## src/include/cksu_pkg.sv

```systemverilog
// Shared constants, types and register map of the clock start-up sequencer
package cksu_pkg;

  // Start-up step lengths, counted in phase-detector or feedback cycles
  localparam int unsigned REF_COUNT_CYCLES = 65536;
  localparam int unsigned FB_COUNT_CYCLES = 65536;
  localparam int unsigned CAL_COUNT_CYCLES = 131072;
  localparam int unsigned LOCK_DELAY_CYCLES = 2305;
  localparam int unsigned LOCK_MIN_CYCLES = 2048;
  localparam int unsigned LOCK_MAX_CYCLES = 2560;
  localparam int unsigned GUARD_TICKS = 4;
  localparam int unsigned STEP_CNT_W = 18;
  localparam int unsigned LOCK_CNT_W = 12;
  localparam int unsigned GUARD_CNT_W = 4;

  // Register byte offsets
  localparam logic [7:0] ADR_CTRL = 8'h00;
  localparam logic [7:0] ADR_STATUS = 8'h04;
  localparam logic [7:0] ADR_IRQ_STATUS = 8'h08;
  localparam logic [7:0] ADR_IRQ_CLEAR = 8'h0c;
  localparam logic [7:0] ADR_IRQ_ENABLE = 8'h10;

  // Control register field positions
  localparam int unsigned CTRL_ROUTE0_BIT = 0;
  localparam int unsigned CTRL_ROUTE1_BIT = 1;
  localparam int unsigned CTRL_RESTART_BIT = 3;
  localparam int unsigned CTRL_CHOICE_BIT = 12;
  localparam int unsigned CTRL_MANUAL_BIT = 13;

  // Status register field positions
  localparam int unsigned STAT_OUT_ON_BIT = 0;
  localparam int unsigned STAT_LOCKED_BIT = 1;
  localparam int unsigned STAT_CAL_BIT = 2;
  localparam int unsigned STAT_SEC_BIT = 3;
  localparam int unsigned STAT_SWITCH_BIT = 4;
  localparam int unsigned STAT_HOLD_BIT = 5;
  localparam int unsigned STAT_MODE_BIT = 8;

  // Interrupt event positions
  localparam int unsigned IRQ_W = 4;
  localparam int unsigned IRQ_CAL_DONE = 0;
  localparam int unsigned IRQ_LOCKED = 1;
  localparam int unsigned IRQ_SWITCHED = 2;
  localparam int unsigned IRQ_PRI_LOST = 3;

  // Reset values
  localparam logic [IRQ_W-1:0] IRQ_RESET = 4'h0;

  typedef enum logic [2:0] {
    ST_HOLD,
    ST_REF_COUNT,
    ST_FB_COUNT,
    ST_CALIBRATE,
    ST_RUN
  } cksu_state_t;

  typedef struct packed {
    logic manual;
    logic choice;
    logic restart;
    logic route1;
    logic route0;
  } cksu_ctrl_t;

  localparam cksu_ctrl_t CTRL_RESET = 5'h00;

endpackage
```

## src/design/cksu_glitch_sel.sv

```systemverilog
// Glitch-free reference switch: both gates closed for a guard time
`timescale 1ns/1ps
module cksu_glitch_sel
  import cksu_pkg::*;
#(
  parameter int unsigned GUARD = GUARD_TICKS
)
(
  input wire logic clk_i,
  input wire logic rst_i,
  input wire logic ce_i,
  input wire logic tick_i,
  input wire logic want_sec_i,
  output logic pri_en_o,
  output logic sec_en_o,
  output logic sel_sec_o,
  output logic switching_o,
  output logic done_o
);

  localparam logic [GUARD_CNT_W-1:0] GUARD_LAST = GUARD_CNT_W'(GUARD - 1);

  logic [GUARD_CNT_W-1:0] guard_cnt;

  // Break before make, so no runt pulse reaches the detector
  always_ff @(posedge clk_i)
  begin
    if (rst_i)
    begin
      sel_sec_o <= 1'b0;
      switching_o <= 1'b0;
      guard_cnt <= '0;
      done_o <= 1'b0;
    end
    else if (ce_i)
    begin
      done_o <= 1'b0;
      if (!switching_o)
      begin
        if (want_sec_i != sel_sec_o)
        begin
          switching_o <= 1'b1;
          guard_cnt <= '0;
        end
      end
      else if (tick_i)
      begin
        if (guard_cnt == GUARD_LAST)
        begin
          // Target is sampled at the end, so a bounce back just reopens the old gate
          sel_sec_o <= want_sec_i;
          switching_o <= 1'b0;
          done_o <= (want_sec_i != sel_sec_o);
        end
        else
        begin
          guard_cnt <= guard_cnt + 1'b1;
        end
      end
    end
  end

  // Gates derived from flops only
  assign pri_en_o = !switching_o && !sel_sec_o;
  assign sec_en_o = !switching_o && sel_sec_o;
endmodule // cksu_glitch_sel

```

## src/design/cksu_top.sv

```systemverilog
// Start-up sequencer, reference selector and register slave of a clock generator
// How it works
// - After reset release count 64k reference cycles before anything else.
// - Then count 64k feedback cycles so internal counters settle.
// - Then calibrate the oscillator for exactly 128k reference cycles.
// - Outputs stay off during start-up, turn on right after calibration.
// - Routed lock indicator rises 2048 to 2560 reference cycles after calibration.
// - Serial mode, manual bit clear: automatic choice, primary first.
// - Serial mode, select bits 10: primary forced, select pin ignored.
// - Serial mode, select bits 11: select pin picks, low primary.
// - Pin mode: register bits ignored, pin picks primary/secondary or auto.
// - Switching between references never lets a glitch through.
// - With a crystal, stay in reset until its swing is adequate.
// - Restart bit high then low reruns start-up, keeping register values.
//
// The register offsets and register access over Wishbone were left to the implementer.
`timescale 1ns/1ps
module cksu_top
  import cksu_pkg::*;
#(
  parameter int unsigned REF_CYCLES = REF_COUNT_CYCLES,
  parameter int unsigned FB_CYCLES = FB_COUNT_CYCLES,
  parameter int unsigned CAL_CYCLES = CAL_COUNT_CYCLES,
  parameter int unsigned LOCK_CYCLES = LOCK_DELAY_CYCLES
)
(
  input wire logic clk_i,
  input wire logic rst_i,
  input wire logic ce_i,
  input wire logic wb_cyc_i,
  input wire logic wb_stb_i,
  input wire logic wb_we_i,
  input wire logic [7:0] wb_adr_i,
  input wire logic [3:0] wb_sel_i,
  input wire logic [31:0] wb_dat_i,
  output logic [31:0] wb_dat_o,
  output logic wb_ack_o,
  input wire logic active_low_reset_i,
  input wire logic power_down_pin_n_i,
  input wire logic interface_mode_pin_i,
  input wire logic ref_select_pin_i,
  input wire logic pin_config_auto_i,
  input wire logic xtal_used_i,
  input wire logic xtal_swing_ok_i,
  input wire logic primary_present_i,
  input wire logic secondary_present_i,
  input wire logic ref_tick_i,
  input wire logic feedback_tick_i,
  output logic outputs_enable_o,
  output logic status_output_zero_o,
  output logic status_output_one_o,
  output logic primary_gate_o,
  output logic secondary_gate_o,
  output logic irq_o
);

  localparam logic [STEP_CNT_W-1:0] REF_LAST = STEP_CNT_W'(REF_CYCLES - 1);
  localparam logic [STEP_CNT_W-1:0] FB_LAST = STEP_CNT_W'(FB_CYCLES - 1);
  localparam logic [STEP_CNT_W-1:0] CAL_LAST = STEP_CNT_W'(CAL_CYCLES - 1);
  localparam logic [LOCK_CNT_W-1:0] LOCK_LAST = LOCK_CNT_W'(LOCK_CYCLES - 1);
  localparam int LOCK_MIN_I = LOCK_MIN_CYCLES;
  localparam int LOCK_MAX_I = LOCK_MAX_CYCLES;

  cksu_state_t state;
  cksu_ctrl_t ctrl;
  logic [STEP_CNT_W-1:0] step_cnt;
  logic [LOCK_CNT_W-1:0] lock_cnt;
  logic locked;
  logic [IRQ_W-1:0] irq_status;
  logic [IRQ_W-1:0] irq_enable;
  logic [IRQ_W-1:0] events;
  logic primary_seen;
  logic pin_reset;
  logic seq_reset;
  logic cal_end;
  logic lock_set;
  logic auto_sec;
  logic want_sec;
  logic sel_sec;
  logic switching;
  logic switch_done;
  logic bus_req;
  logic bus_commit;
  logic [31:0] read_word;

  // Pin resets reload defaults; the register restart only reruns the sequence
  assign pin_reset = !active_low_reset_i || !power_down_pin_n_i;
  assign seq_reset = pin_reset || ctrl.restart
    || (xtal_used_i && !xtal_swing_ok_i);

  assign cal_end = ce_i && (state == ST_CALIBRATE) && ref_tick_i && (step_cnt == CAL_LAST);

  // Start-up step sequencer
  always_ff @(posedge clk_i)
  begin
    if (rst_i || seq_reset)
    begin
      state <= ST_HOLD;
      step_cnt <= '0;
    end
    else if (ce_i)
    begin
      unique case (state)
        ST_HOLD:
        begin
          state <= ST_REF_COUNT;
          step_cnt <= '0;
        end
        ST_REF_COUNT:
        begin
          if (ref_tick_i)
          begin
            if (step_cnt == REF_LAST)
            begin
              state <= ST_FB_COUNT;
              step_cnt <= '0;
            end
            else
            begin
              step_cnt <= step_cnt + 1'b1;
            end
          end
        end
        ST_FB_COUNT:
        begin
          if (feedback_tick_i)
          begin
            if (step_cnt == FB_LAST)
            begin
              state <= ST_CALIBRATE;
              step_cnt <= '0;
            end
            else
            begin
              step_cnt <= step_cnt + 1'b1;
            end
          end
        end
        ST_CALIBRATE:
        begin
          if (ref_tick_i)
          begin
            if (step_cnt == CAL_LAST)
            begin
              state <= ST_RUN;
            end
            else
            begin
              step_cnt <= step_cnt + 1'b1;
            end
          end
        end
        ST_RUN:
        begin
          state <= ST_RUN;
        end
      endcase
    end
  end

  // Output enable follows the calibration end by one cycle
  always_ff @(posedge clk_i)
  begin
    if (rst_i || seq_reset)
    begin
      outputs_enable_o <= 1'b0;
    end
    else if (ce_i && cal_end)
    begin
      outputs_enable_o <= 1'b1;
    end
  end

  // Lock delay counts reference cycles after calibration; loop is not monitored
  assign lock_set = ce_i && outputs_enable_o && !locked && ref_tick_i && (lock_cnt == LOCK_LAST);

  always_ff @(posedge clk_i)
  begin
    if (rst_i || seq_reset)
    begin
      lock_cnt <= '0;
      locked <= 1'b0;
    end
    else if (ce_i && outputs_enable_o && !locked && ref_tick_i)
    begin
      if (lock_cnt == LOCK_LAST)
      begin
        locked <= 1'b1;
      end
      else
      begin
        lock_cnt <= lock_cnt + 1'b1;
      end
    end
  end

  // Status pins carry lock only where routed
  always_ff @(posedge clk_i)
  begin
    if (rst_i)
    begin
      status_output_zero_o <= 1'b0;
      status_output_one_o <= 1'b0;
    end
    else if (ce_i)
    begin
      status_output_zero_o <= ctrl.route0 && (locked || lock_set);
      status_output_one_o <= ctrl.route1 && (locked || lock_set);
    end
  end

  // Reference choice; secondary also absent means stay on primary
  assign auto_sec = !primary_present_i && secondary_present_i;

  always_comb
  begin
    want_sec = 1'b0;
    if (interface_mode_pin_i)
    begin
      if (pin_config_auto_i)
      begin
        want_sec = auto_sec;
      end
      else
      begin
        want_sec = ref_select_pin_i;
      end
    end
    else if (!ctrl.manual)
    begin
      want_sec = auto_sec;
    end
    else if (!ctrl.choice)
    begin
      want_sec = 1'b0;
    end
    else
    begin
      want_sec = ref_select_pin_i;
    end
  end

  cksu_glitch_sel #(
    .GUARD(GUARD_TICKS)
  ) cksu_glitch_sel_inst (
    .clk_i(clk_i),
    .rst_i(rst_i || pin_reset),
    .ce_i(ce_i),
    .tick_i(ref_tick_i),
    .want_sec_i(want_sec),
    .pri_en_o(primary_gate_o),
    .sec_en_o(secondary_gate_o),
    .sel_sec_o(sel_sec),
    .switching_o(switching),
    .done_o(switch_done)
  );

  // Primary loss edge for the interrupt
  always_ff @(posedge clk_i)
  begin
    if (rst_i)
    begin
      primary_seen <= 1'b0;
    end
    else if (ce_i)
    begin
      primary_seen <= primary_present_i;
    end
  end

  always_comb
  begin
    events = '0;
    events[IRQ_CAL_DONE] = cal_end;
    events[IRQ_LOCKED] = lock_set;
    events[IRQ_SWITCHED] = ce_i && switch_done;
    events[IRQ_PRI_LOST] = ce_i && primary_seen && !primary_present_i;
  end

  // Wishbone classic: registered ack one cycle after the strobe
  assign bus_req = wb_cyc_i && wb_stb_i;
  assign bus_commit = bus_req && wb_we_i && wb_ack_o && ce_i;

  always_ff @(posedge clk_i)
  begin
    if (rst_i)
    begin
      wb_ack_o <= 1'b0;
    end
    else if (ce_i)
    begin
      wb_ack_o <= bus_req && !wb_ack_o;
    end
  end

  always_comb
  begin
    read_word = 32'h0000_0000;
    unique case (wb_adr_i)
      ADR_CTRL:
      begin
        read_word[CTRL_ROUTE0_BIT] = ctrl.route0;
        read_word[CTRL_ROUTE1_BIT] = ctrl.route1;
        read_word[CTRL_RESTART_BIT] = ctrl.restart;
        read_word[CTRL_CHOICE_BIT] = ctrl.choice;
        read_word[CTRL_MANUAL_BIT] = ctrl.manual;
      end
      ADR_STATUS:
      begin
        read_word[STAT_OUT_ON_BIT] = outputs_enable_o;
        read_word[STAT_LOCKED_BIT] = locked;
        read_word[STAT_CAL_BIT] = (state == ST_CALIBRATE);
        read_word[STAT_SEC_BIT] = sel_sec;
        read_word[STAT_SWITCH_BIT] = switching;
        read_word[STAT_HOLD_BIT] = (state == ST_HOLD);
        read_word[STAT_MODE_BIT] = interface_mode_pin_i;
      end
      ADR_IRQ_STATUS:
      begin
        read_word[IRQ_W-1:0] = irq_status;
      end
      ADR_IRQ_ENABLE:
      begin
        read_word[IRQ_W-1:0] = irq_enable;
      end
      default:
      begin
        read_word = 32'h0000_0000; // Unmapped and write-only read as zero
      end
    endcase
  end

  // Read data captured as ack rises
  always_ff @(posedge clk_i)
  begin
    if (rst_i)
    begin
      wb_dat_o <= 32'h0000_0000;
    end
    else if (ce_i && bus_req && !wb_ack_o)
    begin
      wb_dat_o <= read_word;
    end
  end

  // Control register: defaults only from pin or bus reset
  always_ff @(posedge clk_i)
  begin
    if (rst_i || pin_reset)
    begin
      ctrl <= CTRL_RESET;
      irq_enable <= IRQ_RESET;
    end
    else if (bus_commit && wb_adr_i == ADR_CTRL)
    begin
      if (wb_sel_i[0])
      begin
        ctrl.route0 <= wb_dat_i[CTRL_ROUTE0_BIT];
        ctrl.route1 <= wb_dat_i[CTRL_ROUTE1_BIT];
        ctrl.restart <= wb_dat_i[CTRL_RESTART_BIT];
      end
      if (wb_sel_i[1])
      begin
        ctrl.choice <= wb_dat_i[CTRL_CHOICE_BIT];
        ctrl.manual <= wb_dat_i[CTRL_MANUAL_BIT];
      end
    end
    else if (bus_commit && wb_adr_i == ADR_IRQ_ENABLE && wb_sel_i[0])
    begin
      irq_enable <= wb_dat_i[IRQ_W-1:0];
    end
  end

  // Sticky events; a new event wins over a clear in the same cycle
  always_ff @(posedge clk_i)
  begin
    if (rst_i || pin_reset)
    begin
      irq_status <= IRQ_RESET;
    end
    else if (ce_i)
    begin
      if (bus_commit && wb_adr_i == ADR_IRQ_CLEAR && wb_sel_i[0])
      begin
        irq_status <= (irq_status & ~wb_dat_i[IRQ_W-1:0]) | events;
      end
      else
      begin
        irq_status <= irq_status | events;
      end
    end
  end

  assign irq_o = |(irq_status & irq_enable);
endmodule // cksu_top

```

## config.mk

```make
export PLATFORM = sky130hd
export DESIGN_NAME = cksu_top
export DESIGN_NICKNAME = d
export VERILOG_FILES = /design/src/include/cksu_pkg.sv /design/src/design/cksu_glitch_sel.sv /design/src/design/cksu_top.sv
export SDC_FILE = /design/constraint.sdc
export NUM_CORES = 1
export LEC_CHECK = 0
export BUFFER_PORTS_ARGS = -buffer_cell sky130_fd_sc_hd__clkbuf_2
export CAP_MARGIN = 20
export CORE_MARGIN = 3
export CORE_UTILIZATION = 53
export CTS_BUF_LIST = sky130_fd_sc_hd__clkbuf_16
export CTS_CLUSTER_SIZE = 10
export DETAILED_ROUTE_END_ITERATION = 16
export GPL_ROUTABILITY_DRIVEN = 0
export PLACE_DENSITY = 0.81
export SLEW_MARGIN = 20
export SYNTH_ARGS = -nofsm -noshare
export SYNTH_HDL_FRONTEND = slang
export SYNTH_HIERARCHICAL = 1
export SYNTH_SLANG_ARGS = --single-unit
```

## constraint.sdc

```tcl
create_clock -name clk_i -period 2.3 [get_ports clk_i]
set_input_delay 0.115 -clock clk_i [delete_from_list [all_inputs] [get_ports clk_i]]
set_output_delay 0.115 -clock clk_i [all_outputs]
set_load 0.005 [all_outputs]
```

# Yosys cells after proc, flatten, opt, wreduce, memory -nomap -nowiden

Cells that the tools add are included.

Register bits after elaboration: 68
Input port bits: 61
Output and inout bits: 39
Word-level logic and storage cells: 145

$add $sub $neg: 3
Equal/unequal tests: 22
Muxes and demuxes: 35
Bitwise gates (word level): 7
Reduce and logical (&&, ||, !) cells: 57

Operators by type and width:

| cell                                                                    | count |
|---|---|
| 18-bit two-way mux                                                      | 5 |
| 18-bit case mux with 4 select lines                                     | 1 |
| 1-bit logical AND                                                       | 29 |
| 4-bit two-way mux                                                       | 5 |
| 18-bit by 1-bit adder with 18-bit output, second input constant         | 1 |
| 18-bit by 16-bit equality test with 1-bit output, second input constant | 1 |
| 18-bit by 17-bit equality test with 1-bit output, second input constant | 1 |
| 3-bit two-way mux                                                       | 6 |
| 2-bit != test, second input constant                                    | 9 |
| 8-bit by 4-bit equality test with 1-bit output, second input constant   | 2 |
| 3-bit case mux with 5 select lines                                      | 1 |
| 12-bit by 1-bit adder with 12-bit output, second input constant         | 1 |
| 12-bit equality test, second input constant                             | 1 |
| 1-bit two-way mux                                                       | 12 |
| 2-bit AND reduction                                                     | 5 |
| 4-bit AND                                                               | 2 |
| 8-bit by 3-bit equality test with 1-bit output, second input constant   | 1 |
| 8-bit by 5-bit equality test with 1-bit output, second input constant   | 1 |
| 1-bit zero test                                                         | 8 |
| 8-bit zero test                                                         | 1 |
| 4-bit OR                                                                | 2 |
| 2-bit case mux with 4 select lines                                      | 1 |
| 4-bit AND reduction                                                     | 2 |
| 7-bit AND reduction                                                     | 1 |
| other kinds (17)                                                        | 25 |

# Longest topological paths before layout

Depth after elaboration: 8
Gate-level depth with buffers: 8
Mapped depth without buffers: 7

# Cells and area by module

The synthesis kept the hierarchy.

Modules (own cells, without submodules):

| module          | times used | cells an instance | area an instance (um^2) | sequential area each (um^2) |
|---|---|---|---|---|
| cksu_top        | 1          | 399               | 3303.2                  | 1221.2 |
| cksu_glitch_sel | 1          | 42                | 387.9                   | 140.1 |

# Worst setup path before layout

No wires, ideal clock.

Path type: reg-to-reg
Start point: register state[1]
End point: register step_cnt[9]
Setup time: 66 ps
Data arrival time: 1955 ps
Required time: 2234 ps
Path slack: 279 ps
Stages on the path, launching flop included: 8
Buffers on the path: 2
Clock period less this slack: 2021 ps
Path through: dfxtp_1 buf_6 nor3b_1 or4b_4 buf_6 a21o_1 or4_4 a21oi_2

Word-level cells in the longest chain between the ends: 3
Elaborated cells between the ends (all ways): 11
Classes of those cells: 7 x eq/ne; 1 x mux; 3 x reduce/logical

RTL lines:

| element                                                                | line            | RTL |
|---|---|---|
| from (decl)                                                            | cksu_top.sv:64  | `cksu_state_t state;` |
| from (signal assigned)                                                 | cksu_top.sv:98  | `state <= ST_HOLD;` |
| from (signal assigned)                                                 | cksu_top.sv:106 | `state <= ST_REF_COUNT;` |
| from (signal assigned)                                                 | cksu_top.sv:115 | `state <= ST_FB_COUNT;` |
| 3-bit by 2-bit equality test with 1-bit output (tied with other cells) | cksu_top.sv:103 | `unique case (state)` |
| 4-bit nonzero test (no line) / 2-bit != test (equally long branches)   | -               |  |
| 6-bit AND reduction (no line)                                          | -               |  |
| to (signal assigned)                                                   | cksu_top.sv:120 | `step_cnt <= step_cnt + 1'b1;` |
| to (signal assigned)                                                   | cksu_top.sv:135 | `step_cnt <= step_cnt + 1'b1;` |
| to (signal assigned)                                                   | cksu_top.sv:149 | `step_cnt <= step_cnt + 1'b1;` |
| to (decl)                                                              | cksu_top.sv:66  | `logic [STEP_CNT_W-1:0] step_cnt;` |

Parallel ways exist; a longest one is shown, timed or not.
A chain may end at the register's enable or synchronous reset.

# Worst setup path in the final report

Start point: register state[0]
End point: register step_cnt[9]

Same word-level chain as after synthesis.

==> metrics.md <==
| Metric | Value |
|---|---|
| Boundary pin count | `100` |
| Status | `finished, final reports clean` |
| Min-Delay Path Depth | `3` |
| Type of the worst setup path | `reg2reg` |
| Most common cell after layout, fill and taps aside | `dfxtp_1` |
| WL per Instance | `15.18 um` |
| Number of register bits inferred by synthesis | `68` |
| Share of async-settable or async-resettable flops after synthesis | `0%` |
| Slew headroom | `55.37%` |
| Count of clock tree sinks | `68` |
| Proportion of synthesized chip area in sequential cells | `36.88%` |
| Top achievable clock speed | `462.9 MHz` |
| Initial Utilization | `56.51%` |
| Critical-path top delay cell | `or4b_4` |
| Arrival time worst endpoint | `2.43 ns` |
| Sequential Area | `1361 um2` |
| Synth warn | `6` |
| Total CTS buffers | `9` |
| Clock tree root driver cell | `clkbuf_16` |
| Net count of the finished layout | `561` |
| Slack of the critical path | `0.1399 ns` |
| Logic depth of the worst path, buffers included | `5` |
| Number of buffers and inverters on the critical path | `0` |
| Max-slew violation count | `0` |
| Initial antenna violation count | `0` |
| Summed instance area of the synthesized netlist | `3691 um2` |
| Most frequent cells in the layout | `68 x dfxtp_1, 48 x clkbuf_2, 42 x nor2_1` |
| Synth area leaders | `dfxtp_1 37%, buf_4 4.9%, nor2_1 4.3%` |
| Initial DRC count | `199` |
| Final setup fails | `0` |
| Share of Yosys cell area claimed by the top area cell type | `36.88%` |
| Max Root-Sink Buffers | `2` |
| Number of standard-cell rows in the floorplan | `29` |
| Clock insertion delay at the later pin of the skew report | `0.33 ns` |
| Leakage power summed over all cells | `0.001571 uW` |
| Vias | `3441` |
| Unrepaired setup endpoints after global routing | `false` |
| Relative contribution of sequential cells to total power | `44.6%` |
| Highest fanout seen on the critical path | `12` |
| Worst-path cell chain | `nor3b_1 -> or4b_4 -> a21o_1 -> or4_4 -> a21oi_2` |
| Post-detailed-route count of antenna-violating nets | `0` |
| Clk pwr share | `50.1%` |
| Final hold vios | `0` |
| Post-synthesis cell type count | `62` |
| Worst hold slack | `0.02637 ns` |
| Wire length of the first global-routing pass | `14330 um` |
| Average cell area after synthesis | `8.370 um2` |
| Cell type contributing the most total cell area after synthesis | `dfxtp_1` |
| Global-route usage over all layers | `22.99%` |
| Core area | `6531 um2` |
| HPWL reported at the end of detailed placement | `6375 um` |
| Number of synthesized flops with an enable pin | `0` |
| Post-route minimum period | `2.160 ns` |
| Synthesized netlist cell count | `441` |
| Area of the die | `8001 um2` |
| Clock input transition at the sequential cells of the worst setup and hold paths | `0.06 ns` |
| Class of the worst hold path | `in2reg` |
| Post-placement setup slack | `0.1606 ns` |
| Horizontal die dimension | `89.45 um` |
| Number of I/O port buffers | `48` |
| Length of the first detailed-routing pass in iterations | `5` |
| Most used DFF post-synth | `dfxtp_1` |
| Diode insertion count for antenna repair | `0` |
| Via count of the first global-routing pass | `3160` |
| Pin count of the biggest net entering global routing | `22` |
| Routed wire length | `8773 um` |
| Longest individual stage delay on the worst path | `0.54 ns` |
| CP endpoint kind | `flip-flop` |
| Clock tree from TritonCTS | `built` |
| Number of cells on the worst reg-to-reg path | `5` |
| CTS H-tree lvls | `3` |
| Die span in y | `89.45 um` |
| Total DRC errors in the routed layout | `0` |
| Worst VDD drop | `600.1 uV` |
| Net Sw Power | `594.6 uW` |
| Sw Share | `22.35%` |
| Total Neg Setup Slack | `0 ns` |
| WP data required | `2.57 ns` |
| Share of final-layout standard cells stronger than drive strength 1 | `18.56%` |
| Via density per instance | `5.953` |
| Cell-internal power | `2065 uW` |
| Relative contribution of combinational cells to total power | `5.4%` |
| Slew at the pin closest to its max-slew limit | `0.6644 ns` |
| Number of max-cap violations | `0` |
| Cell area power density | `626.2 nW/um2` |
| Top cell family by delay on the critical path | `simple AND/OR/NAND/NOR gates` |
| Portion of the clock cycle consumed by the worst path in the final layout | `93.92%` |
| Area growth syn-to-layout | `15.08%` |
| Fillers | `537` |
| Max Clock Skew | `0.005601 ns` |
| Grt ovf | `0` |
| Multi-input gate area in the final layout | `2112 um2` |
| Crit start category | `flip-flop` |
==> path summary, 6_finish.rpt <==
path	start	endpoint	slack, ns
worst min register to register	wb_dat_o[8]	wb_dat_o[8]	0.45
worst max register to register	state[0]	step_cnt[9]	0.14
worst min-delay path	wb_dat_i[12]	ctrl[3]	0.03
worst max-delay path	state[0]	step_cnt[9]	0.14
==> per-stage QoR <==
step	utilization, %	instance area (um2)	cells	power, uW
final	65.04	4248	578	2660
after global routing	65.04	4248	578	2752
after CTS	65.02	4247	578	2676
after detailed placement	60.56	3955	562	1350
after global placement	60.56	3955	562	1347
after floorplan	-	3774	463	1316
==> registers in the layout (all words and copies together) (netlist names), 3 cells and up <==
| register | count |
|---|---|
| state | 3 |
| irq_status | 4 |
| cksu_glitch_sel_inst/guard_cnt | 4 |
| irq_enable | 4 |
| wb_dat_o | 9 |
| lock_cnt | 12 |
| ctrl | 5 |
| step_cnt | 18 |
==> tightest hold or removal path, delay by kind of cell <==
family	cells	cell delay, ns
muxes	1	0.05
buffers and inverters	1	0.08
and+or+nand+nor	1	0.07
==> what timing repair did <==
item                       4_1_cts  5_1_grt
hold endpoints to repair         0        0
setup endpoints to repair        0        1
hold buffers                     0        0
buffers inserted                 0        0
gates resized for setup          0        1
==> power by group through the flow <==
stage	Combinational [uW]	Sequential [uW]	Clock, uW
3_5_place_dp	140	1210	0
4_1_cts	141	1190	1350
6_report	143	1190	1330
2_1_floorplan	108	1210	0
5_1_grt	158	1190	1410
3_3_place_gp	136	1210	0
==> synth_stat cells (3+ instances only) <==
master / n
nand2_1: 37
xnor2_1: 11
nor3_1: 15
nand2b_1: 7
a31oi_1: 9
buf_4: 24
nor2_1: 42
o21ai_0: 17
a2111oi_0: 3
nand4_1: 11
inv_1: 11
a21oi_1: 30
ha_1: 4
and3_1: 8
nand3_1: 23
dfxtp_1: 68
a211oi_1: 4
nand3b_1: 6
nor2b_1: 6
buf_2: 4
clkbuf_1: 10
nand4b_1: 3
or3_1: 6
mux2i_1: 13
xor2_1: 7
and4_1: 7
a22oi_1: 5
a311oi_1: 3
==> layer usage <==
metal	share of wire (%)	wire length, um	vias to the layer above	GRT usage (%)
met5	0	0	-	0
met4	3.0	264	0	11.64
met3	7.0	615	23	7.005
met2	49	4267	153	38.38
met1	41	3625	1595	26.53
li1	-	-	1670	-
==> logic make-up after synthesis <==
| group | after synthesis | synth area share [%] |
|---|---|---|
| simple gates | 191 | 28.47 |
| compound gates | 93 | 16.64 |
| flops | 68 | 36.88 |
| buf+inv | 51 | 8.170 |
| xor+xnor | 18 | 4.271 |
| mux | 14 | 3.830 |
| fa+ha+maj | 5 | 1.627 |
| other cells | 1 | 0.1016 |
==> layout make-up <==
cell class                 count  share of cell area [%]
sequential                    68                   32.05
timing repair buffer          62                   8.130
clock inverter                 7                   1.561
tap                           77                   2.268
inverter                      11                  0.9720
clock buffer                   9                   5.302
multi-input combinational    344                   49.72
Power figures use the tool's default switching activity.
